[config.mk]
export PLATFORM = sky130hd
export DESIGN_NAME = boot_mode_program_loader
export DESIGN_NICKNAME = d
export VERILOG_FILES = /design/src/core/boot_loader_pkg.sv /design/src/core/program_ram.sv /design/src/core/boot_mode_program_loader.sv
export SDC_FILE = /design/constraint.sdc
export NUM_CORES = 1
export LEC_CHECK = 0
export BUFFER_PORTS_ARGS = -buffer_cell sky130_fd_sc_hd__buf_2
export CORE_MARGIN = 4
export CORE_UTILIZATION = 35
export DETAILED_ROUTE_END_ITERATION = 7
export PLACE_DENSITY_LB_ADDON = 0.08
export SLEW_MARGIN = 20
export SYNTH_ARGS = -nofsm -noshare
export SYNTH_HDL_FRONTEND = slang
export SYNTH_HIERARCHICAL = 1
export SYNTH_SLANG_ARGS = --single-unit
export TNS_END_PERCENT = 20
[constraint.sdc]
create_clock -name clk_sys -period 10.3 [get_ports clk_sys]
set_input_delay 0.515 -clock clk_sys [delete_from_list [all_inputs] [get_ports clk_sys]]
set_output_delay 0.515 -clock clk_sys [all_outputs]
set_load 0.005 [all_outputs]
[src/core/boot_loader_pkg.sv]
// Constants shared by the boot mode selector and program loader
package boot_loader_pkg;
    localparam logic [3:0]  MODE_EXPANDED   = 4'h8;
    localparam logic [3:0]  MODE_BYTE_MEM   = 4'h9;
    localparam logic [3:0]  MODE_SERIAL     = 4'ha;
    localparam logic [3:0]  MODE_HOST       = 4'hc;
    localparam logic [23:0] VEC_EXPANDED    = 24'h008000;
    localparam logic [23:0] VEC_BOOTSTRAP   = 24'hff0000;
    localparam logic [23:0] BYTE_MEM_BASE   = 24'hd00000;
    localparam logic [4:0]  EXT_WAIT_STATES = 5'h1f;
    localparam int          CLK_HZ          = 25000000;
    localparam int          PROGRAM_RAM_AW         = 10;
    localparam int          BYTES_PER_WORD  = 3;
    localparam int          OVERSAMPLE      = 16;
    localparam int          UART_BITS       = 8;
    // Memory access type codes
    localparam logic [1:0]  ACC_NONE        = 2'h0;
    localparam logic [1:0]  ACC_SRAM        = 2'h1;
    // Wishbone register offsets
    localparam logic [3:0]  REG_STATUS      = 4'h0;
    localparam logic [3:0]  REG_VECTOR      = 4'h4;
    localparam logic [3:0]  REG_COUNT       = 4'h8;
    localparam logic [3:0]  REG_LOADADDR    = 4'hc;
    // Status bit positions
    localparam int          ST_DONE_BIT     = 0;
    localparam int          ST_MODE_LSB     = 4;
    localparam int          ST_EARLY_BIT    = 8;
endpackage : boot_loader_pkg

[src/core/program_ram.sv]
// Program RAM with registered read port
`timescale 1ns/1ps
`default_nettype none
module program_ram (
    // Clock
    input  wire logic                                   clk_sys,
    // Write port
    input  wire logic                                   wr_en,
    input  wire logic [boot_loader_pkg::PROGRAM_RAM_AW-1:0]    wr_addr,
    input  wire logic [23:0]                            wr_data,
    // Read port
    input  wire logic [boot_loader_pkg::PROGRAM_RAM_AW-1:0]    rd_addr,
    output logic      [23:0]                            rd_data
);
    logic [23:0] mem [0:(1<<boot_loader_pkg::PROGRAM_RAM_AW)-1];

    always_ff @(posedge clk_sys) begin
        if (wr_en) begin
            mem[wr_addr] <= wr_data;
        end
        rd_data <= mem[rd_addr];
    end
endmodule : program_ram
`default_nettype wire

[src/core/boot_mode_program_loader.sv]
// Boot mode capture and program bootstrap loader
// What this block does
// - Mode 8 jumps straight to 008000
// - Mode 8 uses SRAM cycles, 31 waits
// - Mode 9 loads bytes from D00000, low byte
// - Byte boot uses strobe one, 31 waits
// - Count, address, then program word bytes
// - Each quantity arrives low byte first
// - Three bytes form word, stored consecutively
// - After last word, run from load address
// - Mode A loads through async serial port
// - Serial sends count, address, word bytes
// - Serial framing 8N1 both ways
// - Echo every received serial byte while the two-entry echo buffer has room; a byte that finds it full is dropped
// - Mode C loads over ISA host port
// - Host writes count, address, then words
// - Host flag zero ends load early
//
// The placing of the registers and register access over Wishbone are this design's own decisions.
`timescale 1ns/1ps
`default_nettype none
module boot_mode_program_loader (
    // Clock and reset
    input  wire logic        clk_sys,
    input  wire logic        rst,
    // Mode pins
    input  wire logic        mode_select_bit0,
    input  wire logic        mode_select_bit1,
    input  wire logic        mode_select_bit2,
    input  wire logic        mode_select_bit3,
    // External byte memory
    output logic [23:0]      ext_addr,
    output logic             ext_rd,
    output logic             address_attribute_strobe_one,
    output logic [1:0]       ext_access_type,
    output logic [4:0]       ext_wait_states,
    input  wire logic [7:0]  ext_data,
    input  wire logic        ext_ack,
    // Async serial port
    input  wire logic        serial_clk,
    input  wire logic        serial_rxd,
    output logic             serial_txd,
    // Host port
    input  wire logic [23:0] host_data,
    input  wire logic        host_valid,
    output logic             host_ready,
    input  wire logic        host_flag_zero,
    output logic             host_port_isa,
    // Core start
    output logic             core_run,
    output logic [23:0]      core_start_addr,
    // Wishbone slave
    input  wire logic        wb_cyc_i,
    input  wire logic        wb_stb_i,
    input  wire logic        wb_we_i,
    input  wire logic [3:0]  wb_adr_i,
    input  wire logic [31:0] wb_dat_i,
    input  wire logic [3:0]  wb_sel_i,
    output logic [31:0]      wb_dat_o,
    output logic             wb_ack_o
);
    typedef enum logic [2:0] {
        ST_CAPTURE = 3'h0,
        ST_COUNT   = 3'h1,
        ST_ADDR    = 3'h2,
        ST_WORDS   = 3'h3,
        ST_RUN     = 3'h4,
        ST_IDLE    = 3'h5
    } load_state_t;

    // Synchronisers: pins, serial clock, rxd, host flag
    logic [2:0] sync_mode0_ff, sync_mode1_ff, sync_mode2_ff, sync_mode3_ff;
    logic [2:0] sync_sclk_ff, sync_rxd_ff, sync_hf0_ff;
    always_ff @(posedge clk_sys or posedge rst) begin
        if (rst) begin
            sync_mode0_ff <= 3'h0;
            sync_mode1_ff <= 3'h0;
            sync_mode2_ff <= 3'h0;
            sync_mode3_ff <= 3'h0;
            sync_sclk_ff  <= 3'h0;
            sync_rxd_ff   <= 3'h7;
            sync_hf0_ff   <= 3'h0;
        end else begin
            sync_mode0_ff <= {sync_mode0_ff[1:0], mode_select_bit0};
            sync_mode1_ff <= {sync_mode1_ff[1:0], mode_select_bit1};
            sync_mode2_ff <= {sync_mode2_ff[1:0], mode_select_bit2};
            sync_mode3_ff <= {sync_mode3_ff[1:0], mode_select_bit3};
            sync_sclk_ff  <= {sync_sclk_ff[1:0], serial_clk};
            sync_rxd_ff   <= {sync_rxd_ff[1:0], serial_rxd};
            sync_hf0_ff   <= {sync_hf0_ff[1:0], host_flag_zero};
        end
    end
    // Stage 2 and 3 agree before a change counts
    logic sclk_lvl_ff, rxd_lvl_ff, hf0_lvl_ff;
    logic nxt_sclk_lvl, nxt_rxd_lvl, nxt_hf0_lvl;
    always_comb begin
        nxt_sclk_lvl = (sync_sclk_ff[1] == sync_sclk_ff[2]) ? sync_sclk_ff[2] : sclk_lvl_ff;
        nxt_rxd_lvl  = (sync_rxd_ff[1] == sync_rxd_ff[2]) ? sync_rxd_ff[2] : rxd_lvl_ff;
        nxt_hf0_lvl  = (sync_hf0_ff[1] == sync_hf0_ff[2]) ? sync_hf0_ff[2] : hf0_lvl_ff;
    end
    always_ff @(posedge clk_sys or posedge rst) begin
        if (rst) begin
            sclk_lvl_ff <= 1'b0;
            rxd_lvl_ff  <= 1'b1;
            hf0_lvl_ff  <= 1'b0;
        end else begin
            sclk_lvl_ff <= nxt_sclk_lvl;
            rxd_lvl_ff  <= nxt_rxd_lvl;
            hf0_lvl_ff  <= nxt_hf0_lvl;
        end
    end
    logic sclk_rise;
    assign sclk_rise = nxt_sclk_lvl & ~sclk_lvl_ff;

    // Serial receiver, 16 ticks per bit on the outside clock
    logic [3:0] rx_tick_ff, nxt_rx_tick;
    logic [3:0] rx_bit_ff, nxt_rx_bit;
    logic [7:0] rx_sh_ff, nxt_rx_sh;
    logic       rx_busy_ff, nxt_rx_busy;
    logic       rx_strobe;
    always_comb begin
        nxt_rx_tick = rx_tick_ff;
        nxt_rx_bit  = rx_bit_ff;
        nxt_rx_sh   = rx_sh_ff;
        nxt_rx_busy = rx_busy_ff;
        rx_strobe   = 1'b0;
        if (sclk_rise) begin
            if (!rx_busy_ff) begin
                if (!rxd_lvl_ff) begin
                    nxt_rx_busy = 1'b1;
                    nxt_rx_tick = 4'h1;
                    nxt_rx_bit  = 4'h0;
                end
            end else begin
                nxt_rx_tick = rx_tick_ff + 4'h1;
                if (rx_tick_ff == 4'h7) begin
                    // Mid-bit sample; abort on false start
                    if (rx_bit_ff == 4'h0 && rxd_lvl_ff) begin
                        nxt_rx_busy = 1'b0;
                    end else if (rx_bit_ff == 4'h9) begin
                        nxt_rx_busy = 1'b0;
                        rx_strobe   = rxd_lvl_ff;
                    end else if (rx_bit_ff != 4'h0) begin
                        nxt_rx_sh = {rxd_lvl_ff, rx_sh_ff[7:1]};
                    end
                    nxt_rx_bit = rx_bit_ff + 4'h1;
                end
            end
        end
    end
    always_ff @(posedge clk_sys or posedge rst) begin
        if (rst) begin
            rx_tick_ff <= 4'h0;
            rx_bit_ff  <= 4'h0;
            rx_sh_ff   <= 8'h00;
            rx_busy_ff <= 1'b0;
        end else begin
            rx_tick_ff <= nxt_rx_tick;
            rx_bit_ff  <= nxt_rx_bit;
            rx_sh_ff   <= nxt_rx_sh;
            rx_busy_ff <= nxt_rx_busy;
        end
    end

    // Two-entry echo buffer; transmitter drains it
    logic [7:0] eb_data_ff [0:1];
    logic [1:0] eb_cnt_ff, nxt_eb_cnt;
    logic       eb_wr, eb_rd, eb_in_ready;
    logic [9:0] tx_sh_ff, nxt_tx_sh;
    logic [3:0] tx_tick_ff, nxt_tx_tick;
    logic [3:0] tx_bit_ff, nxt_tx_bit;
    logic       tx_busy_ff, nxt_tx_busy;
    logic       serial_mode;
    assign eb_in_ready = (eb_cnt_ff != 2'h2);
    assign eb_wr = rx_strobe & serial_mode & eb_in_ready;
    assign eb_rd = (eb_cnt_ff != 2'h0) & ~tx_busy_ff;
    always_comb begin
        nxt_eb_cnt  = eb_cnt_ff + {1'b0, eb_wr} - {1'b0, eb_rd};
        nxt_tx_sh   = tx_sh_ff;
        nxt_tx_tick = tx_tick_ff;
        nxt_tx_bit  = tx_bit_ff;
        nxt_tx_busy = tx_busy_ff;
        if (eb_rd) begin
            nxt_tx_sh   = {1'b1, eb_data_ff[0], 1'b0};
            nxt_tx_busy = 1'b1;
            nxt_tx_tick = 4'h0;
            nxt_tx_bit  = 4'h0;
        end else if (tx_busy_ff && sclk_rise) begin
            nxt_tx_tick = tx_tick_ff + 4'h1;
            if (tx_tick_ff == 4'hf) begin
                nxt_tx_sh  = {1'b1, tx_sh_ff[9:1]};
                nxt_tx_bit = tx_bit_ff + 4'h1;
                if (tx_bit_ff == 4'h9) begin
                    nxt_tx_busy = 1'b0;
                end
            end
        end
    end
    always_ff @(posedge clk_sys or posedge rst) begin
        if (rst) begin
            eb_data_ff[0] <= 8'h00;
            eb_data_ff[1] <= 8'h00;
            eb_cnt_ff     <= 2'h0;
            tx_sh_ff      <= 10'h3ff;
            tx_tick_ff    <= 4'h0;
            tx_bit_ff     <= 4'h0;
            tx_busy_ff    <= 1'b0;
        end else begin
            if (eb_rd) begin
                eb_data_ff[0] <= eb_data_ff[1];
            end
            if (eb_wr) begin
                eb_data_ff[(eb_cnt_ff - {1'b0, eb_rd}) == 2'h0 ? 0 : 1] <= rx_sh_ff;
            end
            eb_cnt_ff  <= nxt_eb_cnt;
            tx_sh_ff   <= nxt_tx_sh;
            tx_tick_ff <= nxt_tx_tick;
            tx_bit_ff  <= nxt_tx_bit;
            tx_busy_ff <= nxt_tx_busy;
        end
    end
    assign serial_txd = tx_sh_ff[0];

    // Loader sequence
    load_state_t state_ff, nxt_state;
    logic [3:0]  mode_ff, nxt_mode;
    logic [23:0] count_ff, nxt_count, addr_ff, nxt_addr, word_ff, nxt_word;
    logic [23:0] wr_ptr_ff, nxt_wr_ptr, ext_addr_ff, nxt_ext_addr;
    logic [1:0]  byte_ff, nxt_byte;
    logic        rd_ff, nxt_rd, early_ff, nxt_early;
    logic [2:0]  capt_ff;
    logic [23:0] start_ff, nxt_start;
    logic        byte_in;
    logic [7:0]  byte_val;
    logic        program_ram_we;
    assign serial_mode = (mode_ff == boot_loader_pkg::MODE_SERIAL);
    assign byte_in  = (mode_ff == boot_loader_pkg::MODE_BYTE_MEM) ? (rd_ff & ext_ack) :
                      serial_mode ? eb_wr : 1'b0;
    assign byte_val = serial_mode ? rx_sh_ff : ext_data[7:0];
    always_comb begin
        nxt_state = state_ff;
        nxt_mode = mode_ff;
        nxt_count = count_ff;
        nxt_addr = addr_ff;
        nxt_word = word_ff;
        nxt_wr_ptr = wr_ptr_ff;
        nxt_ext_addr = ext_addr_ff;
        nxt_byte = byte_ff;
        nxt_rd = 1'b0;
        nxt_early = early_ff;
        nxt_start = start_ff;
        program_ram_we = 1'b0;
        case (state_ff)
            ST_CAPTURE: begin
                if (capt_ff[2]) begin
                    nxt_mode = {sync_mode3_ff[2], sync_mode2_ff[2],
                                sync_mode1_ff[2], sync_mode0_ff[2]};
                    nxt_ext_addr = boot_loader_pkg::BYTE_MEM_BASE;
                    nxt_state = ST_COUNT;
                    nxt_start = boot_loader_pkg::VEC_BOOTSTRAP;
                    if (nxt_mode == boot_loader_pkg::MODE_EXPANDED) begin
                        nxt_start = boot_loader_pkg::VEC_EXPANDED;
                        nxt_state = ST_RUN;
                    end else if (nxt_mode != boot_loader_pkg::MODE_BYTE_MEM &&
                                 nxt_mode != boot_loader_pkg::MODE_SERIAL &&
                                 nxt_mode != boot_loader_pkg::MODE_HOST) begin
                        nxt_start = boot_loader_pkg::VEC_BOOTSTRAP;
                        nxt_state = ST_IDLE;
                    end
                end
            end
            ST_COUNT, ST_ADDR, ST_WORDS: begin
                nxt_rd = (mode_ff == boot_loader_pkg::MODE_BYTE_MEM) & ~(rd_ff & ext_ack);
                if (mode_ff == boot_loader_pkg::MODE_HOST) begin
                    if (hf0_lvl_ff && state_ff == ST_WORDS) begin
                        nxt_early = 1'b1;
                        nxt_start = addr_ff;
                        nxt_state = ST_RUN;
                    end else if (host_valid) begin
                        nxt_word = host_data;
                        nxt_byte = 2'h2;
                    end
                end else if (byte_in) begin
                    nxt_ext_addr = ext_addr_ff + 24'h1;
                    nxt_word = {byte_val, word_ff[23:8]};
                    nxt_byte = (byte_ff == 2'h2) ? 2'h0 : byte_ff + 2'h1;
                end
                if (nxt_state != ST_RUN && ((byte_in && byte_ff == 2'h2) ||
                    (mode_ff == boot_loader_pkg::MODE_HOST && host_valid))) begin
                    nxt_byte = 2'h0;
                    if (state_ff == ST_COUNT) begin
                        nxt_count = nxt_word;
                        nxt_state = ST_ADDR;
                    end else if (state_ff == ST_ADDR) begin
                        nxt_addr = nxt_word;
                        nxt_wr_ptr = nxt_word;
                        nxt_state = (count_ff == 24'h0) ? ST_RUN : ST_WORDS;
                        nxt_start = nxt_word;
                    end else begin
                        program_ram_we = 1'b1;
                        nxt_wr_ptr = wr_ptr_ff + 24'h1;
                        nxt_count = count_ff - 24'h1;
                        if (count_ff == 24'h1) begin
                            nxt_state = ST_RUN;
                        end
                    end
                    if (nxt_state == ST_RUN) begin
                        nxt_start = nxt_addr;
                        nxt_rd = 1'b0;
                    end
                end
            end
            default: begin
            end
        endcase
    end
    always_ff @(posedge clk_sys or posedge rst) begin
        if (rst) begin
            state_ff <= ST_CAPTURE;
            mode_ff <= 4'h0;
            count_ff <= 24'h0;
            addr_ff <= 24'h0;
            word_ff <= 24'h0;
            wr_ptr_ff <= 24'h0;
            ext_addr_ff <= 24'h0;
            byte_ff <= 2'h0;
            rd_ff <= 1'b0;
            early_ff <= 1'b0;
            start_ff <= 24'h0;
            capt_ff <= 3'h0;
        end else begin
            state_ff <= nxt_state;
            mode_ff <= nxt_mode;
            count_ff <= nxt_count;
            addr_ff <= nxt_addr;
            word_ff <= nxt_word;
            wr_ptr_ff <= nxt_wr_ptr;
            ext_addr_ff <= nxt_ext_addr;
            byte_ff <= nxt_byte;
            rd_ff <= nxt_rd;
            early_ff <= nxt_early;
            start_ff <= nxt_start;
            capt_ff <= {capt_ff[1:0], 1'b1}; // Mode pins reach stage three first
        end
    end

    program_ram u_program_ram (
        .clk_sys (clk_sys),
        .wr_en   (program_ram_we),
        .wr_addr (wr_ptr_ff[boot_loader_pkg::PROGRAM_RAM_AW-1:0]),
        .wr_data (nxt_word),
        .rd_addr (wb_adr_i[3:2] == 2'h0 ? count_ff[boot_loader_pkg::PROGRAM_RAM_AW-1:0]
                                       : addr_ff[boot_loader_pkg::PROGRAM_RAM_AW-1:0]),
        .rd_data ()
    );

    // Output registers
    always_ff @(posedge clk_sys or posedge rst) begin
        if (rst) begin
            ext_addr <= 24'h0;
            ext_rd <= 1'b0;
            address_attribute_strobe_one <= 1'b0;
            ext_access_type <= boot_loader_pkg::ACC_NONE;
            ext_wait_states <= 5'h0;
            host_ready <= 1'b0;
            host_port_isa <= 1'b0;
            core_run <= 1'b0;
            core_start_addr <= 24'h0;
        end else begin
            ext_addr <= (mode_ff == boot_loader_pkg::MODE_EXPANDED) ? start_ff : nxt_ext_addr;
            ext_rd <= nxt_rd;
            address_attribute_strobe_one <= nxt_rd;
            ext_access_type <= (mode_ff == boot_loader_pkg::MODE_EXPANDED ||
                                mode_ff == boot_loader_pkg::MODE_BYTE_MEM)
                               ? boot_loader_pkg::ACC_SRAM : boot_loader_pkg::ACC_NONE;
            ext_wait_states <= boot_loader_pkg::EXT_WAIT_STATES;
            host_port_isa <= (mode_ff == boot_loader_pkg::MODE_HOST);
            host_ready <= (mode_ff == boot_loader_pkg::MODE_HOST) &&
                          (nxt_state == ST_COUNT || nxt_state == ST_ADDR ||
                           nxt_state == ST_WORDS);
            core_run <= (nxt_state == ST_RUN);
            core_start_addr <= nxt_start;
        end
    end

    // Wishbone read-only status; ack one cycle, then dropped
    logic        ack_ff, nxt_ack;
    logic [31:0] rdat_ff, nxt_rdat;
    always_comb begin
        nxt_ack = wb_cyc_i & wb_stb_i & ~ack_ff;
        nxt_rdat = 32'h0;
        if (wb_adr_i == boot_loader_pkg::REG_STATUS) begin
            nxt_rdat[boot_loader_pkg::ST_DONE_BIT] = (state_ff == ST_RUN);
            nxt_rdat[boot_loader_pkg::ST_MODE_LSB +: 4] = mode_ff;
            nxt_rdat[boot_loader_pkg::ST_EARLY_BIT] = early_ff;
        end else if (wb_adr_i == boot_loader_pkg::REG_VECTOR) begin
            nxt_rdat = {8'h0, start_ff};
        end else if (wb_adr_i == boot_loader_pkg::REG_COUNT) begin
            nxt_rdat = {8'h0, count_ff};
        end else if (wb_adr_i == boot_loader_pkg::REG_LOADADDR) begin
            nxt_rdat = {8'h0, addr_ff};
        end
    end
    always_ff @(posedge clk_sys or posedge rst) begin
        if (rst) begin
            ack_ff <= 1'b0;
            rdat_ff <= 32'h0;
        end else begin
            ack_ff <= nxt_ack;
            rdat_ff <= nxt_rdat;
        end
    end
    assign wb_ack_o = ack_ff;
    assign wb_dat_o = rdat_ff;
endmodule : boot_mode_program_loader
`default_nettype wire

==> impl_results.md <==
* TritonCTS Buffers at 30
* Final ANT Viol Nets at 0
* Ratio of cells with drive above 1 in the final layout at 19.97%
* WP data arrival at 4.14 ns
* CTS Root Cell: clkbuf_16
* Number of global-route vias before repair at 10570
* Reg clk slew, reported paths at 0.07 ns
* NumNets Final at 1566
* Hold crit path type: primary input to flip-flop
* Core Rows at 71
* Worst r2r src: mode_ff[1]
* Worst R2R Path Depth at 7
* Chip Width at 205.1 µm
* PwrDens at 152.2 nW/µm²
* Cell with the most instances after synthesis: dfrtp_1
* Finished Layout Cells at 2003
* Ys Warns at 6
* Area leader, netlist: dfrtp_1
* Placed cells at 1947
* Worst setup endpoint: core_start_addr[22]
* Area Growth Syn to Fin at 15.21%
* Hold Violations, Final at 0
* Layout Utilization at 41.20%
* Unrepaired setup endpoints after global routing: false
* TritonCTS clock tree: yes
* Post-Synthesis Cells at 1391
* Initial antenna violation count at 0
* Worst Hold Launch: serial_rxd
* Crit path from: mode_ff[1]
* H-tree Lvls at 1
* Core footprint at 38020 µm²
* Syn avg cell area at 9.776 µm²
* Tcrit/Tclk final at 35.84%
* Sequential share of the synthesized area at 48.70%
* Minimum clock period at 3.692 ns
* Avg Vias per Cell at 5.616
* CTS max path bufs at 3
* Req. time, crit path at 10.75 ns
* # IOs at 180
* Gpl congestion at 0.8471
* Setup-failing EPs final at 0
* Max_slew headroom at 24.64%
* Max Clock Skew at 0.01946 ns
* FMAX at 0.2709 GHz
* Total gr overflow at 0
* Pre-CTS setup slack at 6.607 ns
* Area contributors post-synth: dfrtp_1 46%, nand2_1 4.8%, o21ai_0 3.7%
* Max Slew Vio Count at 0
* Setup CP Type: flip-flop to flip-flop
* CP max FO at 30
* Post-DP HPWL at 30150 µm
* Synth Register Bits at 264
* DRC at 0
* ANT cells at 0
* Die H at 205.1 µm
* Worst R2R Setup Slack at 6.61 ns
* Final hold slack at 0.04225 ns
* Max-Cap Viols at 0
* PortBufs at 133
* Startpoint type of the worst setup path: flip-flop
* Via count at 11250
* Post-Syn Area at 13600 µm²
* Cts repair resizes at 0
* CTS Hold Bufs at 0
* Setup bufs post-CTS at 0
* Fill count at 3766
* Total routed wirelength at 43260 µm
* Post-synth EDFFs at 0
* 1st-iter DRT viols at 939
* Largest net degree at the start of global routing at 142
* Final worst setup slack at 6.608 ns
* Yosys cell types at 87
* Worst vdd ir at 0.1180 mV
* Post-synth ARST share at 100.0%
* Leakage power at 6.932 nW
* Slew @ Worst Pin at 1.130 ns
* Die area at 42070 µm²
* RR Endpoint: core_start_addr[22]
* CP Capture Type: flip-flop
* Ys flop type: dfrtp_1
* Commonest cells in the netlist: 251 x dfrtp_1, 175 x nand2_1, 128 x nor2_1
* Worst-Skew Late Latency at 0.58 ns
* Outcome: finished, final reports clean
* First-pass GRT wire length at 66250 µm
* Share of the synthesized area in the top cell type at 46.19%
* Post-DR wirelength/cell at 21.60 µm
* 1st-pass router iterations at 6
* Gr usage total at 20.17%
* CTS sink cnt at 264
* Final TNS setup at 0 ns
* Initial core utilization at 35.76%
## through the flow
stage / total power, mW / cell area (µm²)
after detailed placement: 1.166 / 14510
after global routing: 2.473 / 15670
after global placement: 1.165 / 14510
final: 2.385 / 15670
after floorplan: 1.136 / 13630
after CTS: 2.416 / 15670
## final cells by class
cell class	instances	area [µm²]	share of cell area, %
Timing Repair Buffer	149	798.3	5.095
Inverter	26	105.1	0.6709
Tap cell	511	639.4	4.081
Clock buffer	38	842.1	5.375
Multi-Input combinational cell	997	6350	40.53
Sequential cell	264	6623	42.27
Clock inverter	18	309.0	1.973
## sequential cells by signal (all words and copies together) (netlist names), 4 cells and up, named ones only
name	cells
rx_sh_ff	8
addr_ff	24
tx_bit_ff	4
rx_tick_ff	4
rx_bit_ff	4
tx_sh_ff	9
count_ff	24
word_ff	24
ext_addr	24
tx_tick_ff	4
mode_ff	4
ext_addr_ff	24
eb_data_ff	8
core_start_addr	24
wb_dat_o	24
## cells by family after synthesis
| logic type | synth area share [%] |
|---|---|
| adder cells (fa/ha/maj) | 1.325 |
| AO/OA/AOI/OAI | 21.03 |
| multiplexers | 6.008 |
| buffers and inverters | 4.941 |
| other | 0.05523 |
| AND/OR/NAND/NOR | 17.35 |
| XOR/XNOR | 0.5796 |
| flip-flops | 48.70 |
## worst min path at each step
stage                  endpoint  slack (ns)  cells after the start
6_report         sync_rxd_ff[0]        0.04                      1
4_1_cts          sync_rxd_ff[0]        0.01                      1
3_3_place_gp   sync_mode0_ff[1]        0.33                      0
5_1_grt          sync_rxd_ff[0]        0.01                      1
3_5_place_dp         capt_ff[2]        0.33                      0
2_1_floorplan        capt_ff[2]        0.33                      0
## power by group
| part | leakage [nW] | total, mW | internal [mW] | switching (mW) |
|---|---|---|---|---|
| Sequential | 3.15 | 1.07 | 1.05 | 0.0144 |
| Combinational | 3.23 | 0.0764 | 0.0287 | 0.0477 |
| Clock | 0.556 | 1.24 | 0.779 | 0.461 |
| Total | 6.93 | 2.38 | 1.86 | 0.523 |
## critical path: stages (launching register included)
cell and delay, ns:
dfrtp_1 0.48, and4bb_2 0.50, o211a_1 0.77, a211oi_4 0.15, buf_4 0.30, a221oi_1 0.80, a221oi_1 0.22, a221o_1 0.33
## cells in the final DEF, fill, tap and decap left out, types with 8 or more instances in the layout
| cell | synthesis | final |
|---|---|---|
| dfrtp_1 | 251 | 251 |
| nand2_1 | 175 | 174 |
| buf_2 | 23 | 133 |
| nor2_1 | 128 | 128 |
| o21ai_0 | 101 | 101 |
| a21oi_1 | 66 | 66 |
| mux2_2 | 43 | 43 |
| clkbuf_16 | 0 | 31 |
| a31oi_1 | 27 | 27 |
| nand3_1 | 26 | 26 |
| a221o_1 | 26 | 26 |
| inv_1 | 25 | 24 |
| and2_1 | 24 | 23 |
| a221oi_1 | 23 | 23 |
| mux2i_1 | 22 | 22 |
| nor3_1 | 21 | 21 |
| o211ai_1 | 21 | 21 |
| a22oi_1 | 20 | 20 |
| nand4_1 | 20 | 20 |
| a22o_1 | 19 | 19 |
| o2111ai_1 | 15 | 15 |
| buf_4 | 19 | 15 |
| dfstp_2 | 13 | 13 |
| nor4_1 | 12 | 12 |
| o221ai_1 | 12 | 12 |
| ha_1 | 12 | 12 |
| nor2b_1 | 11 | 11 |
| and3_1 | 11 | 11 |
| nand2b_1 | 10 | 10 |
| conb_1 | 2 | 10 |
| bufinv_16 | 0 | 8 |
## layer usage
layer	wire length [µm]	up-vias	track usage (%)
met3	2265	59	3.024
met2	19260	338	30.36
met1	20780	5571	30.71
li1	-	5280	-
met4	957	0	4.569
met5	0	-	0
(Power assumes the default switching activity.)
